--- src/core/xmpc_pkg.sv ---
// Purpose: constants for the external memory port control block
// Assumes: 32-bit AXI4-Lite access
// Notes:   byte offsets, one word per register
package xmpc_pkg;
   localparam int unsigned AXI_AW          = 32;
   localparam int unsigned AXI_DW          = 32;
   localparam int unsigned PORT_AW         = 16;
   localparam int unsigned PORT_DW         = 24;
   localparam int unsigned WAIT_W_DEF      = 4;
   localparam int unsigned WAIT_DEF        = 0;
   // register offsets, low address byte
   localparam logic [7:0] OFF_OMR         = 8'h00;
   localparam logic [7:0] OFF_PORT_CTRL   = 8'h04;
   localparam logic [7:0] OFF_IRQ_CFG     = 8'h08;
   localparam logic [7:0] OFF_STATUS      = 8'h0C;
   // operating mode register fields
   localparam int unsigned OMR_MODE_LSB    = 0;
   localparam int unsigned OMR_WAIT_MODE   = 7;
   // irq config: 1 = falling edge
   localparam int unsigned IRQ_EDGE_A      = 0;
   localparam int unsigned IRQ_EDGE_B      = 1;
   localparam logic [1:0]  IRQ_CFG_RST     = 2'h0;
   // status fields
   localparam int unsigned STS_GRANTED     = 0;
   localparam int unsigned STS_BUSY        = 1;
   localparam int unsigned STS_IRQ_LSB     = 2;
   localparam int unsigned STS_PIN_LSB     = 4;
   localparam int unsigned STS_REQ_PIN     = 6;
   localparam logic        OMR_WAIT_RST    = 1'b0;
   localparam logic [1:0]  RESP_OKAY       = 2'h0;
   localparam logic [1:0]  RESP_SLVERR     = 2'h2;
endpackage

--- src/core/xmpc_port_ctrl.sv ---
// Purpose: expansion port control, bus release, boot mode, irq pins
// Assumes: all inputs synchronous to aclk; pads resolved outside
// Notes:   registers over AXI4-Lite; core side is a request/ack port
`timescale 1ns/10ps
`default_nettype none
////////////////////////////////////////////////////////////////////////
// Functional notes
// - address pins hold between external accesses
// - bit 7 clear: data bus floats while grant is asserted
// - program select only on external program accesses
// - data select only on external data accesses
// - x/y select marks X or Y data access
// - read strobe while reading external memory
// - write strobe while writing external memory
// - selects, strobes, grant three-stated in reset
// - bit 7 clear, request: float port after instruction
// - bit 7 clear: grant only after port released
// - bit 7 set: request pin adds wait states
// - bit 7 set: grant pin strobes each access
// - mode pins latched as operating mode at reset exit
// - after reset mode pins are interrupt inputs A, B
// - each interrupt input level or falling edge, by software
// - software may rewrite operating mode
// - mode/irq pins are inputs in reset
// - reset initialises state, holds until release
module xmpc_port_ctrl #(
   parameter int unsigned WAIT_W   = xmpc_pkg::WAIT_W_DEF, // wait count width
   parameter int unsigned WAIT_DEF = xmpc_pkg::WAIT_DEF    // reset wait count
) (
   input  wire logic                        aclk,          // clock
   input  wire logic                        aresetn,       // sync reset
   input  wire logic [xmpc_pkg::AXI_AW-1:0] s_axi_awaddr,  // write address
   input  wire logic                        s_axi_awvalid, // aw valid
   output logic                             s_axi_awready, // aw ready
   input  wire logic [xmpc_pkg::AXI_DW-1:0] s_axi_wdata,   // write data
   input  wire logic [3:0]                  s_axi_wstrb,   // byte enables
   input  wire logic                        s_axi_wvalid,  // w valid
   output logic                             s_axi_wready,  // w ready
   output logic [1:0]                       s_axi_bresp,   // write resp
   output logic                             s_axi_bvalid,  // b valid
   input  wire logic                        s_axi_bready,  // b ready
   input  wire logic [xmpc_pkg::AXI_AW-1:0] s_axi_araddr,  // read address
   input  wire logic                        s_axi_arvalid, // ar valid
   output logic                             s_axi_arready, // ar ready
   output logic [xmpc_pkg::AXI_DW-1:0]      s_axi_rdata,   // read data
   output logic [1:0]                       s_axi_rresp,   // read resp
   output logic                             s_axi_rvalid,  // r valid
   input  wire logic                        s_axi_rready,  // r ready
   input  wire logic                        core_req,      // access request
   input  wire logic                        core_write,    // 1 write, 0 read
   input  wire logic                        core_data_space, // 1 data, 0 prog
   input  wire logic                        core_y_space,  // 1 Y, 0 X
   input  wire logic [xmpc_pkg::PORT_AW-1:0] core_addr,    // access address
   input  wire logic [xmpc_pkg::PORT_DW-1:0] core_wdata,   // write data
   input  wire logic                        core_instr_boundary, // instr done
   output logic                             core_ready,    // request taken
   output logic                             core_ack,      // access done
   output logic [xmpc_pkg::PORT_DW-1:0]     core_rdata,    // read data
   input  wire logic [1:0]                  irq_ack,       // clear edge irq
   output logic [1:0]                       irq_request,   // irq B,A to core
   output logic [1:0]                       operating_mode, // mode bits
   output logic                             wait_mode_en,  // mode bit 7
   output logic [xmpc_pkg::PORT_AW-1:0]     port_address_bus, // address pins
   output logic                             port_address_oe,  // address oe
   output logic [xmpc_pkg::PORT_DW-1:0]     port_data_out, // data pins out
   input  wire logic [xmpc_pkg::PORT_DW-1:0] port_data_in, // data pins in
   output logic                             port_data_oe,  // data oe
   output logic                             program_space_select_n, // prog
   output logic                             data_space_select_n, // data
   output logic                             x_space_select, // 1 X, 0 Y
   output logic                             read_strobe_n, // read strobe
   output logic                             write_strobe_n, // write strobe
   output logic                             port_control_oe, // control oe
   output logic                             bus_grant_out_n, // grant/strobe
   output logic                             bus_grant_oe,  // grant pin oe
   input  wire logic                        external_master_request_n, // req
   input  wire logic                        boot_mode_pin_a, // mode/irq A
   input  wire logic                        boot_mode_pin_b  // mode/irq B
);
   import xmpc_pkg::*;

   typedef enum logic [2:0] {
      XMPC_IDLE,
      XMPC_ACCESS,
      XMPC_RELEASE,
      XMPC_GRANTED,
      XMPC_RESUME
   } xmpc_state_t;

   typedef struct packed {
      xmpc_state_t        st;
      logic [WAIT_W-1:0]  wcnt;
      logic [WAIT_W-1:0]  wait_cfg;
      logic               acc_write;
      logic [PORT_AW-1:0] addr;
      logic [PORT_DW-1:0] wdata;
      logic [PORT_DW-1:0] rdata;
      logic               ack;
      logic               ps_n;
      logic               ds_n;
      logic               xsel;
      logic               rd_n;
      logic               wr_n;
      logic               grant_n;
      logic               ctl_oe;
      logic               data_oe;
      logic [1:0]         mode;
      logic               wait_mode;
      logic [1:0]         irq_edge;
      logic [1:0]         pin_d;
      logic [1:0]         irq_pend;
      logic [1:0]         irq_req;
      logic               aw_have;
      logic [7:0]         aw_addr;
      logic               w_have;
      logic [AXI_DW-1:0]  w_data;
      logic [3:0]         w_strb;
      logic               bvalid;
      logic [1:0]         bresp;
      logic               rvalid;
      logic [AXI_DW-1:0]  rdata_axi;
      logic [1:0]         rresp;
   } xmpc_regs_t;

   if (WAIT_W < 1 || WAIT_W > 16 || WAIT_DEF >= (1 << WAIT_W)) begin : g_chk
      $error("WAIT_W or WAIT_DEF out of range");
   end

   xmpc_regs_t r;
   xmpc_regs_t next_r;

   // request pin is the wait input when bit 7 set
   logic       stall_input_n;
   logic       access_strobe_n;
   logic [1:0] pins;
   logic [1:0] fall;
   logic       release_go;
   logic       take_req;
   logic       stalled;
   logic       aw_fire;
   logic       w_fire;
   logic       ar_fire;
   logic       do_write;
   logic [AXI_DW-1:0] rd_word;
   logic       rd_hit;
   logic       wr_hit;

   assign stall_input_n = external_master_request_n;
   assign pins          = {boot_mode_pin_b, boot_mode_pin_a};
   assign fall          = r.pin_d & ~pins;

   ////////////////////////////////////////////////////////////////////
   // register read mux

   always_comb begin
      rd_word = '0;
      rd_hit  = 1'b1;
      unique case (s_axi_araddr[7:0])
         OFF_OMR: begin
            rd_word[OMR_MODE_LSB +: 2] = r.mode;
            rd_word[OMR_WAIT_MODE]     = r.wait_mode;
         end
         OFF_PORT_CTRL: begin
            rd_word[WAIT_W-1:0] = r.wait_cfg;
         end
         OFF_IRQ_CFG: begin
            rd_word[1:0] = r.irq_edge;
         end
         OFF_STATUS: begin
            rd_word[STS_GRANTED]       = (r.st == XMPC_GRANTED);
            rd_word[STS_BUSY]          = (r.st == XMPC_ACCESS);
            rd_word[STS_IRQ_LSB +: 2]  = r.irq_req;
            rd_word[STS_PIN_LSB +: 2]  = pins;
            rd_word[STS_REQ_PIN]       = external_master_request_n;
         end
         default: begin
            rd_hit = 1'b0;
         end
      endcase
   end

   assign wr_hit = (r.aw_addr == OFF_OMR) || (r.aw_addr == OFF_PORT_CTRL)
                || (r.aw_addr == OFF_IRQ_CFG) || (r.aw_addr == OFF_STATUS);

   assign aw_fire  = s_axi_awvalid && s_axi_awready;
   assign w_fire   = s_axi_wvalid && s_axi_wready;
   assign ar_fire  = s_axi_arvalid && s_axi_arready;
   assign do_write = r.aw_have && r.w_have && !r.bvalid;

   // release only between instructions
   assign release_go = !r.wait_mode && !external_master_request_n
                    && core_instr_boundary;
   assign take_req   = (r.st == XMPC_IDLE) && !release_go && core_req;
   assign stalled    = r.wait_mode && !stall_input_n;

   ////////////////////////////////////////////////////////////////////
   // next state

   always_comb begin
      next_r     = r;
      next_r.ack = 1'b0;

      // mode pins reused as irq inputs
      next_r.pin_d = pins;
      for (int i = 0; i < 2; i++) begin
         // new edge beats same-cycle ack
         next_r.irq_pend[i] = r.irq_edge[i]
                            && (fall[i] || (r.irq_pend[i] && !irq_ack[i]));
         next_r.irq_req[i]  = r.irq_edge[i] ? next_r.irq_pend[i]
                                            : !pins[i];
      end

      // AXI4-Lite slave
      if (aw_fire) begin
         next_r.aw_have = 1'b1;
         next_r.aw_addr = s_axi_awaddr[7:0];
      end
      if (w_fire) begin
         next_r.w_have = 1'b1;
         next_r.w_data = s_axi_wdata;
         next_r.w_strb = s_axi_wstrb;
      end
      if (do_write) begin
         next_r.aw_have = 1'b0;
         next_r.w_have  = 1'b0;
         next_r.bvalid  = 1'b1;
         next_r.bresp   = wr_hit ? RESP_OKAY : RESP_SLVERR;
         // fields in byte lane 0; status read only
         if (r.w_strb[0]) begin
            unique case (r.aw_addr)
               OFF_OMR: begin
                  next_r.mode      = r.w_data[OMR_MODE_LSB +: 2];
                  next_r.wait_mode = r.w_data[OMR_WAIT_MODE];
               end
               OFF_PORT_CTRL: begin
                  next_r.wait_cfg = r.w_data[WAIT_W-1:0];
               end
               OFF_IRQ_CFG: begin
                  next_r.irq_edge = r.w_data[1:0];
               end
               default: begin
               end
            endcase
         end
      end
      if (r.bvalid && s_axi_bready) begin
         next_r.bvalid = 1'b0;
      end
      if (ar_fire) begin
         next_r.rvalid    = 1'b1;
         next_r.rdata_axi = rd_word;
         next_r.rresp     = rd_hit ? RESP_OKAY : RESP_SLVERR;
      end else if (r.rvalid && s_axi_rready) begin
         next_r.rvalid = 1'b0;
      end

      // port sequencer
      unique case (r.st)
         XMPC_IDLE: begin
            if (release_go) begin
               next_r.st      = XMPC_RELEASE;
               next_r.ctl_oe  = 1'b0;
               next_r.data_oe = 1'b0;
            end else if (core_req) begin
               next_r.st        = XMPC_ACCESS;
               next_r.wcnt      = r.wait_cfg;
               next_r.acc_write = core_write;
               next_r.addr      = core_addr;
               next_r.wdata     = core_wdata;
               next_r.ps_n      = core_data_space;
               next_r.ds_n      = !core_data_space;
               next_r.xsel      = core_data_space ? !core_y_space
                                                  : r.xsel;
               next_r.rd_n      = core_write;
               next_r.wr_n      = !core_write;
               next_r.data_oe   = core_write;
               next_r.grant_n   = !r.wait_mode;
            end
         end
         XMPC_ACCESS: begin
            if (r.wcnt != '0) begin
               next_r.wcnt = r.wcnt - 1'b1;
            end else if (!stalled) begin
               next_r.st      = XMPC_IDLE;
               next_r.ack     = 1'b1;
               next_r.rdata   = r.acc_write ? r.rdata : port_data_in;
               next_r.ps_n    = 1'b1;
               next_r.ds_n    = 1'b1;
               next_r.rd_n    = 1'b1;
               next_r.wr_n    = 1'b1;
               next_r.data_oe = 1'b0;
               next_r.grant_n = 1'b1;
            end
         end
         XMPC_RELEASE: begin
            // pins already floating, acknowledge now
            next_r.st      = XMPC_GRANTED;
            next_r.grant_n = 1'b0;
         end
         XMPC_GRANTED: begin
            if (external_master_request_n || r.wait_mode) begin
               next_r.st      = XMPC_RESUME;
               next_r.grant_n = 1'b1;
            end
         end
         XMPC_RESUME: begin
            // grant off one cycle before driving again
            next_r.st     = XMPC_IDLE;
            next_r.ctl_oe = 1'b1;
         end
      endcase

      if (!aresetn) begin
         next_r          = '0;
         next_r.st       = XMPC_IDLE;
         next_r.wait_cfg = WAIT_W'(WAIT_DEF);
         next_r.ps_n     = 1'b1;
         next_r.ds_n     = 1'b1;
         next_r.xsel     = 1'b1;
         next_r.rd_n     = 1'b1;
         next_r.wr_n     = 1'b1;
         next_r.grant_n  = 1'b1;
         next_r.ctl_oe   = 1'b1;
         next_r.irq_edge = IRQ_CFG_RST;
         next_r.wait_mode = OMR_WAIT_RST;
         // last sample before release is kept
         next_r.mode     = pins;
         next_r.pin_d    = pins;
      end
   end

   always_ff @(posedge aclk) begin
      r <= next_r;
   end

   ////////////////////////////////////////////////////////////////////
   // outputs

   assign access_strobe_n = r.grant_n;

   assign s_axi_awready = !r.aw_have && !r.bvalid;
   assign s_axi_wready  = !r.w_have && !r.bvalid;
   assign s_axi_bvalid  = r.bvalid;
   assign s_axi_bresp   = r.bresp;
   assign s_axi_arready = !r.rvalid;
   assign s_axi_rvalid  = r.rvalid;
   assign s_axi_rdata   = r.rdata_axi;
   assign s_axi_rresp   = r.rresp;

   assign core_ready     = take_req;
   assign core_ack       = r.ack;
   assign core_rdata     = r.rdata;
   assign irq_request    = r.irq_req;
   assign operating_mode = r.mode;
   assign wait_mode_en   = r.wait_mode;

   // address holds between accesses
   assign port_address_bus = r.addr;
   assign port_address_oe  = r.ctl_oe && aresetn;
   assign port_data_out    = r.wdata;
   // data off while released
   assign port_data_oe     = r.data_oe && r.ctl_oe && aresetn;

   assign program_space_select_n = r.ps_n;
   assign data_space_select_n    = r.ds_n;
   assign x_space_select         = r.xsel;
   assign read_strobe_n          = r.rd_n;
   assign write_strobe_n         = r.wr_n;
   // reset pin gates, so pins float at once
   assign port_control_oe        = r.ctl_oe && aresetn;
   assign bus_grant_out_n        = access_strobe_n;
   assign bus_grant_oe           = aresetn;

endmodule
`default_nettype wire

--- config.mk ---
export PLATFORM = sky130hd
export DESIGN_NAME = xmpc_port_ctrl
export DESIGN_NICKNAME = d
export VERILOG_FILES = /design/src/core/xmpc_pkg.sv /design/src/core/xmpc_port_ctrl.sv
export SDC_FILE = /design/constraint.sdc
export NUM_CORES = 1
export LEC_CHECK = 0
export ABC_AREA = 1
export BUFFER_PORTS_ARGS = -buffer_cell sky130_fd_sc_hd__buf_2
export CAP_MARGIN = 20
export CORE_MARGIN = 8
export CORE_UTILIZATION = 45
export DETAILED_ROUTE_END_ITERATION = 8
export PLACE_DENSITY_LB_ADDON = 0.2
export SLEW_MARGIN = 20
export SYNTH_ARGS = -nofsm -noshare
export SYNTH_HDL_FRONTEND = slang
export SYNTH_SLANG_ARGS = --single-unit
--- constraint.sdc ---
create_clock -name aclk -period 1.6 [get_ports aclk]
set_input_delay 0.4 -clock aclk [delete_from_list [all_inputs] [get_ports aclk]]
set_output_delay 0.4 -clock aclk [all_outputs]
set_load 0.05 [all_outputs]
==> results of run 1 <==
synth_stat cells, types with 2 or more instances:
cell / n
sky130_fd_sc_hd__a21oi_1: 24
sky130_fd_sc_hd__buf_4: 107
sky130_fd_sc_hd__nand4_1: 5
sky130_fd_sc_hd__inv_2: 4
sky130_fd_sc_hd__nand2_1: 63
sky130_fd_sc_hd__o31ai_1: 3
sky130_fd_sc_hd__o21ai_0: 91
sky130_fd_sc_hd__nor3_1: 2
sky130_fd_sc_hd__a31oi_1: 2
sky130_fd_sc_hd__inv_1: 45
sky130_fd_sc_hd__nand2_2: 5
sky130_fd_sc_hd__nand3_2: 2
sky130_fd_sc_hd__o211ai_1: 2
sky130_fd_sc_hd__nor2_1: 183
sky130_fd_sc_hd__nand3_1: 28
sky130_fd_sc_hd__ha_1: 2
sky130_fd_sc_hd__clkbuf_1: 11
sky130_fd_sc_hd__dfxtp_1: 122
sky130_fd_sc_hd__clkinv_1: 2
sky130_fd_sc_hd__buf_2: 11
sky130_fd_sc_hd__edfxtp_1: 2
sky130_fd_sc_hd__buf_6: 5
sky130_fd_sc_hd__o21ai_1: 21
sky130_fd_sc_hd__nor2_4: 5
final timing paths:
path / startpoint / endpoint / slack [ps] / depth (start not counted)
max: r[178]$_SDFFE_PN0P_ / core_ready / -70 / 4
min: boot_mode_pin_b / r[89]$_DFF_P_ / 120 / 1
min reg2reg: s_axi_rdata[0]$_SDFFE_PN0P_ / s_axi_rdata[0]$_SDFFE_PN0P_ / 460 / 2
max reg2reg: r[174]$_SDFFE_PN0P_ / core_rdata[3]$_SDFFE_PN0P_ / 100 / 10
logic make-up (layout without fill, tap and decap cells):
logic type               after synthesis  after routing  share of synthesized area [%]
adder cells (fa/ha/maj)                2              2                          0.441
AO/OA/AOI/OAI                        145            145                           13.1
flip-flops                           124            124                           44.1
AND/OR/NAND/NOR                      295            295                           21.8
XOR/XNOR                               1              1                          0.154
buffers and inverters                186            311                           20.3
other                                  1             26                         0.0660
registers in the layout (all words and copies together), names as in the netlist:
register and count:
r 36, core_rdata 24, port_data_out 24, port_address_bus 16, s_axi_rdata 8, irq_request 2
operating_mode 2, bus_grant_out_n 1, core_ack 1, data_space_select_n 1, program_space_select_n 1, read_strobe_n 1
s_axi_bresp 1, s_axi_bvalid 1, s_axi_rresp 1, s_axi_rvalid 1, wait_mode_en 1, write_strobe_n 1
x_space_select 1
timing repair:
item,in CTS,in global routing
gates resized for setup,10,22
setup buffers,2,4
endpoints found under the setup margin,3,38
endpoints found under the hold margin,0,0
pin swaps,4,10
cloned,0,2
cell type report:
type	instances	area (µm²)
clock buffer	27	533
clock inverter	5	30.0
fill	1239	5440
inverter	52	218
multi-input combinational	469	2180
sequential	124	2510
tap	172	215
timing repair buffer	227	1340
metrics by stage:
stage                     area (µm²)  hold WS, ps
final                           7030          124
after global routing            7030          111
after CTS                       6860          102
after detailed placement        6250          452
after global placement          6250          447
after floorplan                 5810          428
per-layer routing:
layer / vias up / GRT usage [%] / part of all wire (%)
met3: 19 / 8.32 / 9.3
met5: - / 0 / 0
met4: 0 / 7.48 / 1.8
met1: 2172 / 19.7 / 42
li1: 2550 / - / -
met2: 152 / 28.2 / 47
power by group through the flow:
| stage | sequential [mW] | clock, mW | combinational (mW) |
|---|---|---|---|
| finish | 3.66 | 3.60 | 3.05 |
| global route | 3.72 | 3.82 | 3.30 |
| CTS | 3.66 | 3.68 | 2.91 |
| detailed placement | 3.71 | 0 | 2.88 |
| global placement | 3.71 | 0 | 2.86 |
| floorplan | 3.82 | 0 | 2.45 |
==> results.txt, run 1 <==
----------------------------------------------------
[Outcome]
  Result of the run ... complete, but fails checks
  Violated checks ... negative setup slack

[Cells and area]
  Utilization of the core after routing ... 56.4%
  Final standard cell count with taps included and fillers excluded ... between 1000 and 1500
  Nets ... 1074
  Count of inserted antenna diode cells ... 0
  Top library cells by usage in the layout, fill and taps aside ... sky130_fd_sc_hd__buf_2 (191), sky130_fd_sc_hd__nor2_1 (175), sky130_fd_sc_hd__dfxtp_1 (119), sky130_fd_sc_hd__o21ai_0 (91), sky130_fd_sc_hd__nand2_1 (62)
  Most common library cell in the layout ignoring fill and taps ... sky130_fd_sc_hd__buf_2
  Fraction of layout cells with a size suffix above 1 ... 32.4%
  Growth of design area from synthesis to finish ... 23.7%

[Place]
  Port buffer count ... 198
  Number of instances in the placed design ... roughly 1000
  Half-perimeter wire length after detailed placement ... 10500 µm
  Final GP Congestion ... between 0.8 and 0.9
  Worst slack at placement ... -4.60 ps

[GRT]
  Number of antenna violations at the first check in global routing ... 0
  Grt total ovfl ... 0
  First-pass GRT wire length ... 23300 µm
  Tot GR Track Use ... 17.6%
  Vias in the first global route ... 4873
  Pin count of the biggest net entering global routing ... 84

[CTS]
  Hold Buf Count CTS ... 0
  Clock transition at path regs ... approximately 60 ps
  Clock tree root buffer cell ... sky130_fd_sc_hd__clkbuf_16
  Clock tree from TritonCTS ... yes
  Number of buffers created by CTS ... 17
  H-tree level count ... 4
  Later-pin clock latency in the skew report ... 420 ps
  CTS sink count ... about 120
  Largest buffer count on any clock path ... 2

[Route]
  Per-cell via count in the routed design ... 4.55
  Antenna viol nets, final ... 0
  Number of vias in the routed layout ... 4893
  Remaining design rule violation count ... 0
  Routed length per placed instance ... ~13 µm
  Post-detailed-routing wire length ... 14400 µm
  Number of iterations in the first detailed-routing pass ... 5
  DR iter-0 viols ... 229

[Worst setup path]
  Startpoint types ... flop
  Req. time, crit path ... 1200 ps
  Arrival time of the worst setup path ... around 1300 ps
  Capturing element type of the critical path ... primary output
  Critical path start-end classification ... flop to primary output
  Delay of the slowest cell on the worst path ... around 320 ps
  Worst path slowest cell ... sky130_fd_sc_hd__dfxtp_1
  Cell Chain, Critical Path ... nor2_2 -> nand2_2 -> nor2_4 -> buf_8
  Highest net fanout along the worst path ... 2
  Largest delay contributor family on the critical path ... simple AND/OR/NAND/NOR gates
  Buffers and inverters on the worst path ... 1

[STA]
  Final TNS setup ... -72.9 ps
  Slew Limit Fails ... 0
  Ratio of final minimum period to clock period ... 105%
  Worst clock skew on the final layout ... slightly above 10 ps
  RSZ-0062 raised after global routing ... true
  Maximum clock rate ... between 500 and 600 MHz
  Final hold violation count ... 0
  Fin crit period ... around 1700 ps
  Worst setup slack after layout ... -72.9 ps
  Final number of setup-violating endpoints ... 1

[Synthesis]
  Flip-flop cell with the highest count after synthesis ... sky130_fd_sc_hd__dfxtp_1
  Post-synthesis register bit count ... 124
  Ranking of synthesized cells by area ... sky130_fd_sc_hd__dfxtp_1 (43%), sky130_fd_sc_hd__buf_4 (14%), sky130_fd_sc_hd__nor2_1 (12%)
  Instance count of the mapped netlist ... about 750
  Netlist Area Pre-Place ... around 5700 µm²
  Fraction of post-synthesis cell area in the top cell type by area ... a little over two fifths
  Number of warnings issued by yosys ... 0
  Area leader, netlist ... sky130_fd_sc_hd__dfxtp_1
  Count of flip-flops with a built-in enable after synthesis ... 2
  Number of distinct library cells after synthesis ... 31
  Fraction of the yosys area taken by sequential cells ... 44.1%
  Syn avg cell area ... 7.53 µm²
  Fraction of synthesis flops using an asynchronous set or reset pin ... 0%

[Die]
  Placeable Area ... 12500 µm²
  Die height ... approximately 130 µm
  # rows ... 41
  Initial cell density of the core ... 45.5%
  Width of the die ... 128 µm
  Top Ports ... between 300 and 400
  Total Die Area ... roughly 16000 µm²

[Power and ir drop]
  Design internal power ... 6.59 mW
  Clock share of power ... 34.9%
  Power spent charging and discharging nets ... around 3.7 mW
  Final total power ... 10.3 mW
  Leakage power of the design ... between 3 and 4 nW
  Proportion of power drawn by flip-flops and latches ... approximately 36%
  Power per cell area ... 1470 nW/µm²
  Share of total power consumed by net switching ... between 30 and 40%
  Part of the power in combinational logic ... between 20 and 30%
  Largest voltage drop on the vdd net ... 838 µV

[Worst hold path]
  Worst hold path type ... input port to flop

[Job]
  Count of max-cap constraint violations ... 0

----------------------------------------------------
No activity file was read; power rests on OpenSTA's default activity.
==> run 2: changes to the inputs <==
SETUP_SLACK_MARGIN = 0.4   (was default)
==> run 2 against run 1 <==
The flow still finishes with violations (negative setup slack). Die area unchanged. Total power up 26%. Clock power up 20%. Via count up 16%. Global-route usage up 3.7 points.
==> results.txt, run 2 (synthesized netlist as in run 1, its figures left out) <==
----------------------------------------------------
[Outcome]
  Result of the run ... complete, but fails checks
  Violated checks ... negative setup slack

[Route]
  DR iter-0 viols ... 306 (+34%)
  Remaining design rule violation count ... 0 (unchanged)
  Number of vias in the routed layout ... 5668 (+16%)
  Antenna viol nets, final ... 0 (unchanged)
  Post-detailed-routing wire length ... 19300 µm (+34%)
  Number of iterations in the first detailed-routing pass ... 4 (-1)
  Routed wl met2 ... 10000 µm (+47%)
  Top Metal Used ... met5
  Met1 wire length ... 7000 µm (+16%)
  Routed length per placed instance ... 16.5 µm (+23%)
  Routed wire length on met3 ... 1530 µm (+14%)
  Per-cell via count in the routed design ... 4.86 (+6.8%)

[Worst setup path]
  Req. time, crit path ... 1200 ps (about the same)
  Reg2reg setup slack ... -70 ps (-170 ps)
  Cell Chain, Critical Path ... nor2_4 -> nand2_4 -> nor2_4 -> buf_8
  Worst setup endpoint ... core_ready
  Crit-path most repeated cell ... sky130_fd_sc_hd__nor2_4
  Reg2reg end ... port_data_out[21]$_SDFFE_PN0P_
  Highest net fanout along the worst path ... 2 (unchanged)
  Arrival time of the worst setup path ... 1310 ps (+40 ps)
  Delay of the slowest cell on the worst path ... 350 ps (+30 ps)
  Worst Setup SP ... r[178]$_SDFFE_PN0P_
  R2R depth ... 12 (+2)
  Capturing element type of the critical path ... primary output
  Startpoint types ... flop
  Worst path slowest cell ... sky130_fd_sc_hd__dfxtp_4
  Critical path start-end classification ... flop to primary output
  Critical register-to-register path startpoint ... wait_mode_en$_SDFFE_PN0P_

[GRT]
  Vias in the first global route ... 5522 (+13%)
  Pin count of the biggest net entering global routing ... 49 (-42%)
  Grt total ovfl ... 0 (unchanged)
  Number of antenna violations at the first check in global routing ... 2 (+2)
  First-pass GRT wire length ... 27700 µm (+19%)
  Tot GR Track Use ... 21.3% (+3.7 points)

[Cells and area]
  Top library cells by usage in the layout, fill and taps aside ... sky130_fd_sc_hd__nor2_1 (137), sky130_fd_sc_hd__buf_2 (101), sky130_fd_sc_hd__buf_8 (96), sky130_fd_sc_hd__dfxtp_2 (88), sky130_fd_sc_hd__buf_4 (71)
  Final standard cell count with taps included and fillers excluded ... 1167 (+8.5%)
  Growth of design area from synthesis to finish ... 71.9%
  Number of flip-flops under the largest register name ... 36 (unchanged)
  Most common library cell in the layout ignoring fill and taps ... sky130_fd_sc_hd__nor2_1
  Nets ... 1164 (+8.4%)
  Final Cell Area ... 9760 µm² (+39%)
  Register with the most flip-flops ... r
  Fraction of layout cells with a size suffix above 1 ... 61.6% (+29 points)

[Power and ir drop]
  Power per cell area ... 1340 nW/µm² (-9.1%)
  Leakage power of the design ... 4.48 nW (+26%)
  Largest voltage drop on the vdd net ... 869 µV (+3.7%)
  Final total power ... 13.0 mW (+26%)

[Die]
  Die height ... 128 µm (unchanged)
  Top Ports ... 303 (unchanged)
  Placeable Area ... 12500 µm² (unchanged)
  Initial cell density of the core ... 45.5% (unchanged)
  # rows ... 41 (unchanged)
  Total Die Area ... 16500 µm² (unchanged)
  Width of the die ... 128 µm (unchanged)

[Worst hold path]
  Worst hold path type ... input port to flop
  Origin of the worst min-delay path ... boot_mode_pin_a

[STA]
  Ratio of final minimum period to clock period ... 107% (+2.3 points)
  RSZ-0062 raised after global routing ... true
  Worst clock skew on the final layout ... 5.61 ps (-4.73 ps)
  Relative slew slack ... between 50% and 60%
  Worst hold margin ... 111 ps (-12.4 ps)
  Slew at the pin closest to its max-slew limit ... 621 ps
  Final number of setup-violating endpoints ... 14 (+13)
  Final TNS setup ... -771 ps (-698 ps)
  Maximum clock rate ... 585 MHz (-2.2%)
  Fin crit period ... 1710 ps (+36.9 ps)
  Worst setup slack after layout ... -110 ps (-36.9 ps)
  Final hold violation count ... 0 (unchanged)
  Slew Limit Fails ... 0 (unchanged)

[Place]
  Number of instances in the placed design ... 1040 (+0.39%)
  Half-perimeter wire length after detailed placement ... 10600 µm (+0.91%)
  Port buffer count ... 198 (unchanged)
  Final GP Congestion ... 0.774 (-3.4%)
  Post-Place Cell Area ... 6390 µm² (+2.3%)

[CTS]
  Clock tree from TritonCTS ... yes
  CTS sink count ... 124 (unchanged)
  Hold Buf Count CTS ... 0 (unchanged)
  Clock transition at path regs ... 60 ps (about the same)
  Later-pin clock latency in the skew report ... 420 ps (about the same)
  Largest buffer count on any clock path ... 2 (unchanged)
  H-tree level count ... 4 (unchanged)
  Number of buffers created by CTS ... 17 (unchanged)
  Clock tree root buffer cell ... sky130_fd_sc_hd__clkbuf_16

[Job]
  Count of max-cap constraint violations ... 0 (unchanged)

----------------------------------------------------
==> run 2: cell types whose count changed in the layout (fill, tap and decap cells not counted), sizes merged <==
cell,change
inv,+4
buf,+92
bufinv,+5
clkbuf,-11
diode,+1
==> run 2: what timing repair did <==
| item | 4_1_cts | 5_1_grt |
|---|---|---|
| gates resized for setup | 554 | 100 |
| pin swaps | 53 | 31 |
| hold endpoints to repair | 0 | 0 |
| buffers inserted | 46 | 41 |
| endpoints found under the setup margin | 186 | 198 |
| gates cloned | 6 | 1 |
==> run 2: metal layers <==
layer  vias to the layer above  global-route usage, %
li1                       2743                      -
met1                      2652                   22.0
met2                       211                   37.3
met3                        60                   8.36
met4                         2                   9.65
met5                         -                      0
==> run 2: report_power, final <==
| group | internal [mW] | switching [mW] | leakage (nW) |
|---|---|---|---|
| logic | 2.07 | 2.75 | 3.10 |
| registers | 3.55 | 0.346 | 1.06 |
| clock network | 2.92 | 1.40 | 0.325 |
==> run 2: worst min-delay path by stage <==
stage,to,slack [ps],cells past startpoint
after floorplan,r[88]$_DFF_P_,430,0
after global placement,read_strobe_n$_SDFFE_PN1P_,440,2
after detailed placement,read_strobe_n$_SDFFE_PN1P_,440,2
after CTS,r[88]$_DFF_P_,100,1
after global routing,r[88]$_DFF_P_,120,1
final,r[88]$_DFF_P_,110,1
==> run 2: stage by stage <==
step	utilization, %	setup slack [ps]
after floorplan	-	105
after global placement	51.3	3.64
after detailed placement	51.3	-14.0
after CTS	72.9	-90.4
after global routing	78.3	-146
final	78.3	-110
==> run 2: final cells by class <==
cell class | count | area, µm²
Sequential cell | 124 | 2640
Multi-Input combinational cell | 469 | 2790
Inverter | 52 | 256
Tap cell | 172 | 215
Timing Repair Buffer | 314 | 3140
Fill cell | 774 | 2710
Clock inverter | 11 | 186
Timing Repair inverter | 3 | 43.8
Antenna cell | 1 | 2.50
Clock buffer | 21 | 480
==> run 2: worst max-delay path, delay by kind of cell (launching register included) <==
family | cells | cell delay [ps]
buf+inv | 1 | 170
simple gates | 3 | 370
flops | 1 | 350
==> run 3: changes to the inputs <==
CORE_UTILIZATION = 47   (was 45)
CTS_BUF_LIST = sky130_fd_sc_hd__clkbuf_8   (was default)
==> run 3 against run 2 <==
Sequential power hardly changed. The run still ends with negative setup slack left. Clock power is 41% lower. Worst setup slack worse by 20 ps. Critical path type unchanged. Non-clock buffer count is 29 lower. Flip-flop and latch count stayed put. Die area is 3.7% lower. Via count is 1.3% lower. Core utilization is 3.4 points lower. Total power is 16% lower.
==> results.txt, run 3 (synthesized netlist as in run 1, its figures left out) <==
----------------------------------------------------
[Cells and area]
  Area taken by multi-input logic gates ... 2640 µm² (-5.6%)
  Top library cells by usage in the layout, fill and taps aside ... sky130_fd_sc_hd__nor2_1 (147), sky130_fd_sc_hd__buf_2 (101), sky130_fd_sc_hd__buf_8 (98), sky130_fd_sc_hd__dfxtp_2 (84), sky130_fd_sc_hd__buf_4 (58)
  Number of flip-flops under the largest register name ... 36 (unchanged)
  Most common library cell in the layout ignoring fill and taps ... sky130_fd_sc_hd__nor2_1
  Nets ... 1135 (-2.5%)
  Register with the most flip-flops ... r
  Fraction of layout cells with a size suffix above 1 ... 55.3% (-6.3 points)
  Count of inserted antenna diode cells ... 0 (-1)
  Footprint of the flip-flops and latches ... 2650 µm² (+0.24%)
  Growth of design area from synthesis to finish ... 57.2%
  Filler Cells Inserted ... 762 (-1.6%)

[Die]
  Placeable Area ... 11900 µm² (-4.4%)
  Top Ports ... 303 (unchanged)
  Width of the die ... 126 µm (-1.9%)
  Total Die Area ... 15900 µm² (-3.7%)
  # rows ... 40 (-2.4%)
  Die height ... 126 µm (-1.9%)
  Initial cell density of the core ... 47.7% (+2.1 points)

[GRT]
  Tot GR Track Use ... 20.5% (-0.78 points)
  Pin count of the biggest net entering global routing ... 49 (unchanged)
  Grt total ovfl ... 0 (unchanged)
  First-pass GRT wire length ... 26600 µm (-4.0%)
  Vias in the first global route ... 5450 (-1.3%)
  Number of antenna violations at the first check in global routing ... 0 (-2)

[Place]
  Half-perimeter wire length after detailed placement ... 10900 µm (+2.5%)
  Final GP Congestion ... 0.866 (+12%)
  Port buffer count ... 198 (unchanged)

[Route]
  Met1 wire length ... 6760 µm (-3.4%)
  Routed wl met2 ... 9720 µm (-2.9%)
  Number of vias in the routed layout ... 5594 (-1.3%)
  Remaining design rule violation count ... 0 (unchanged)
  Number of iterations in the first detailed-routing pass ... 6 (+2)
  DR iter-0 viols ... 361 (+18%)
  Routed length per placed instance ... 16.8 µm (+1.5%)
  Top Metal Used ... met4
  Per-cell via count in the routed design ... 5.04 (+3.7%)
  Routed wire length on met3 ... 1550 µm (+1.4%)
  Post-detailed-routing wire length ... 18600 µm (-3.4%)
  Antenna viol nets, final ... 0 (unchanged)

[CTS]
  Largest buffer count on any clock path ... 2 (unchanged)
  Number of buffers created by CTS ... 17 (unchanged)
  Later-pin clock latency in the skew report ... 430 ps (about the same)
  CTS sink count ... 124 (unchanged)
  Clock transition at path regs ... 70 ps (about the same)
  Clock tree from TritonCTS ... yes
  Clock tree root buffer cell ... sky130_fd_sc_hd__clkbuf_8
  H-tree level count ... 4 (unchanged)

[Worst setup path]
  Largest delay contributor family on the critical path ... simple AND/OR/NAND/NOR gates
  Cell Chain, Critical Path ... nor2_4 -> nand2_2 -> nor2_4 -> buf_8
  Critical path start-end classification ... flop to primary output
  Critical register-to-register path startpoint ... r[178]$_SDFFE_PN0P_
  R2R depth ... 10 (-2)
  Reg2reg setup slack ... -10 ps (+60 ps)
  Startpoint types ... flop
  Buffers and inverters on the worst path ... 1 (unchanged)
  Highest net fanout along the worst path ... 2 (unchanged)
  Crit-path most repeated cell ... sky130_fd_sc_hd__nor2_4
  Req. time, crit path ... 1200 ps (about the same)
  Worst path slowest cell ... sky130_fd_sc_hd__dfxtp_4
  Reg2reg end ... r[168]$_SDFFE_PN0P_
  Capturing element type of the critical path ... primary output
  Arrival time of the worst setup path ... 1330 ps (+20 ps)
  Delay of the slowest cell on the worst path ... 360 ps (about the same)

[Worst hold path]
  Cell count of the worst hold path ... 1 (unchanged)
  Worst hold path type ... input port to flop
  Hold path endpoint ... r[89]$_DFF_P_
  Origin of the worst min-delay path ... boot_mode_pin_b

[Power and ir drop]
  Power per cell area ... 1230 nW/µm² (-8.2%)
  Power spent charging and discharging nets ... 4.14 mW (-7.9%)
  Clock share of power ... 23.2% (-10 points)
  Leakage power of the design ... 4.17 nW (-7.0%)
  Largest voltage drop on the vdd net ... 828 µV (-4.7%)
  Final total power ... 10.9 mW (-16%)
  Design internal power ... 6.80 mW (-20%)
  Share of total power consumed by net switching ... 37.9% (+3.3 points)
  Proportion of power drawn by flip-flops and latches ... 35.6% (+5.7 points)
  Part of the power in combinational logic ... 41.2% (+4.2 points)

[Outcome]
  Result of the run ... complete, but fails checks
  Violated checks ... negative setup slack

[STA]
  Slew at the pin closest to its max-slew limit ... 590 ps (-30.7 ps)
  Final TNS setup ... -141 ps (+630 ps)
  Worst hold margin ... 111 ps (-0.126 ps)
  Ratio of final minimum period to clock period ... 108% (+1.3 points)
  Worst setup slack after layout ... -130 ps (-20.3 ps)
  Maximum clock rate ... 578 MHz (-1.2%)
  Final number of setup-violating endpoints ... 2 (-12)
  Final hold violation count ... 0 (unchanged)
  RSZ-0062 raised after global routing ... true
  Worst clock skew on the final layout ... 13.1 ps (+7.49 ps)
  Slew Limit Fails ... 0 (unchanged)
  Fin crit period ... 1730 ps (+20.3 ps)
  Relative slew slack ... 60.6% (+2.0 points)

[Job]
  Count of max-cap constraint violations ... 0 (unchanged)

----------------------------------------------------
[run 3: cell count changes in the layout (fill, tap and decap cells not counted), sizes merged]
cell	change
buf	-32
bufinv	-4
clkbuf	+4
clkinv	-1
clkinvlp	-1
diode	-1
inv	+3
nor2	+1
[run 3: worst max-delay path by stage]
stage | start | endpoint | slack [ps] | cells after the start
floorplan | aresetn | port_control_oe | 100 | 4
global placement | external_master_request_n | core_ready | -20 | 6
detailed placement | external_master_request_n | core_ready | -20 | 6
CTS | r[178]$_SDFFE_PN0P_ | core_ready | -140 | 4
global route | r[178]$_SDFFE_PN0P_ | core_ready | -180 | 4
finish | r[178]$_SDFFE_PN0P_ | core_ready | -130 | 4
[run 3: worst reg2reg max path, cell delays in order, from the launching register on]
cell and delay (ps):
sky130_fd_sc_hd__dfxtp_4 360, sky130_fd_sc_hd__nor2_4 130, sky130_fd_sc_hd__nand2_2 90, sky130_fd_sc_hd__nor2_4 150, sky130_fd_sc_hd__buf_4 140, sky130_fd_sc_hd__buf_8 120
sky130_fd_sc_hd__buf_6 110, sky130_fd_sc_hd__inv_4 60, sky130_fd_sc_hd__buf_12 150, sky130_fd_sc_hd__a22oi_2 120, sky130_fd_sc_hd__nor2_1 50
[run 3: cell type report]
type,count,share of cell area [%]
clock inverters,9,0.673
well taps,147,2.06
clock buffers,22,3.39
repair inverters,2,0.434
inverters,52,2.78
multi-input cells,470,29.5
repair buffers,285,31.5
flip-flops and latches,124,29.7
[run 3: what timing repair did]
action,CTS,global route
hold endpoints to repair,0,0
gates cloned,3,3
buffers inserted,24,38
gates resized for setup,462,90
hold buffers,0,0
endpoints found under the setup margin,186,192
pin swaps,19,30
[run 3: stage by stage]
stage | area (µm²) | setup WS (ps) | util, % | std cells
final | 8930 | -130 | 74.9 | 1111
after global placement | 6340 | -22.6 | 53.2 | 1012
after floorplan | 5980 | 105 | - | 779
after detailed placement | 6340 | -17.8 | 53.2 | 1012
after CTS | 8280 | -140 | 69.5 | 1070
after global routing | 8930 | -176 | 74.9 | 1111
[run 3: power groups by stage]
stage | clock (mW) | sequential (mW) | combinational, mW
3_3_place_gp | 0 | 3.73 | 2.91
2_1_floorplan | 0 | 3.83 | 2.55
5_1_grt | 2.72 | 3.94 | 4.73
4_1_cts | 2.56 | 3.89 | 3.97
3_5_place_dp | 0 | 3.74 | 2.95
6_report | 2.53 | 3.90 | 4.51
[run 3: metal layers]
| layer | vias up | global-route usage, % |
|---|---|---|
| li1 | 2681 | - |
| met1 | 2624 | 20.9 |
| met2 | 241 | 35.6 |
| met3 | 48 | 8.14 |
| met4 | 0 | 10.8 |
| met5 | - | 0 |
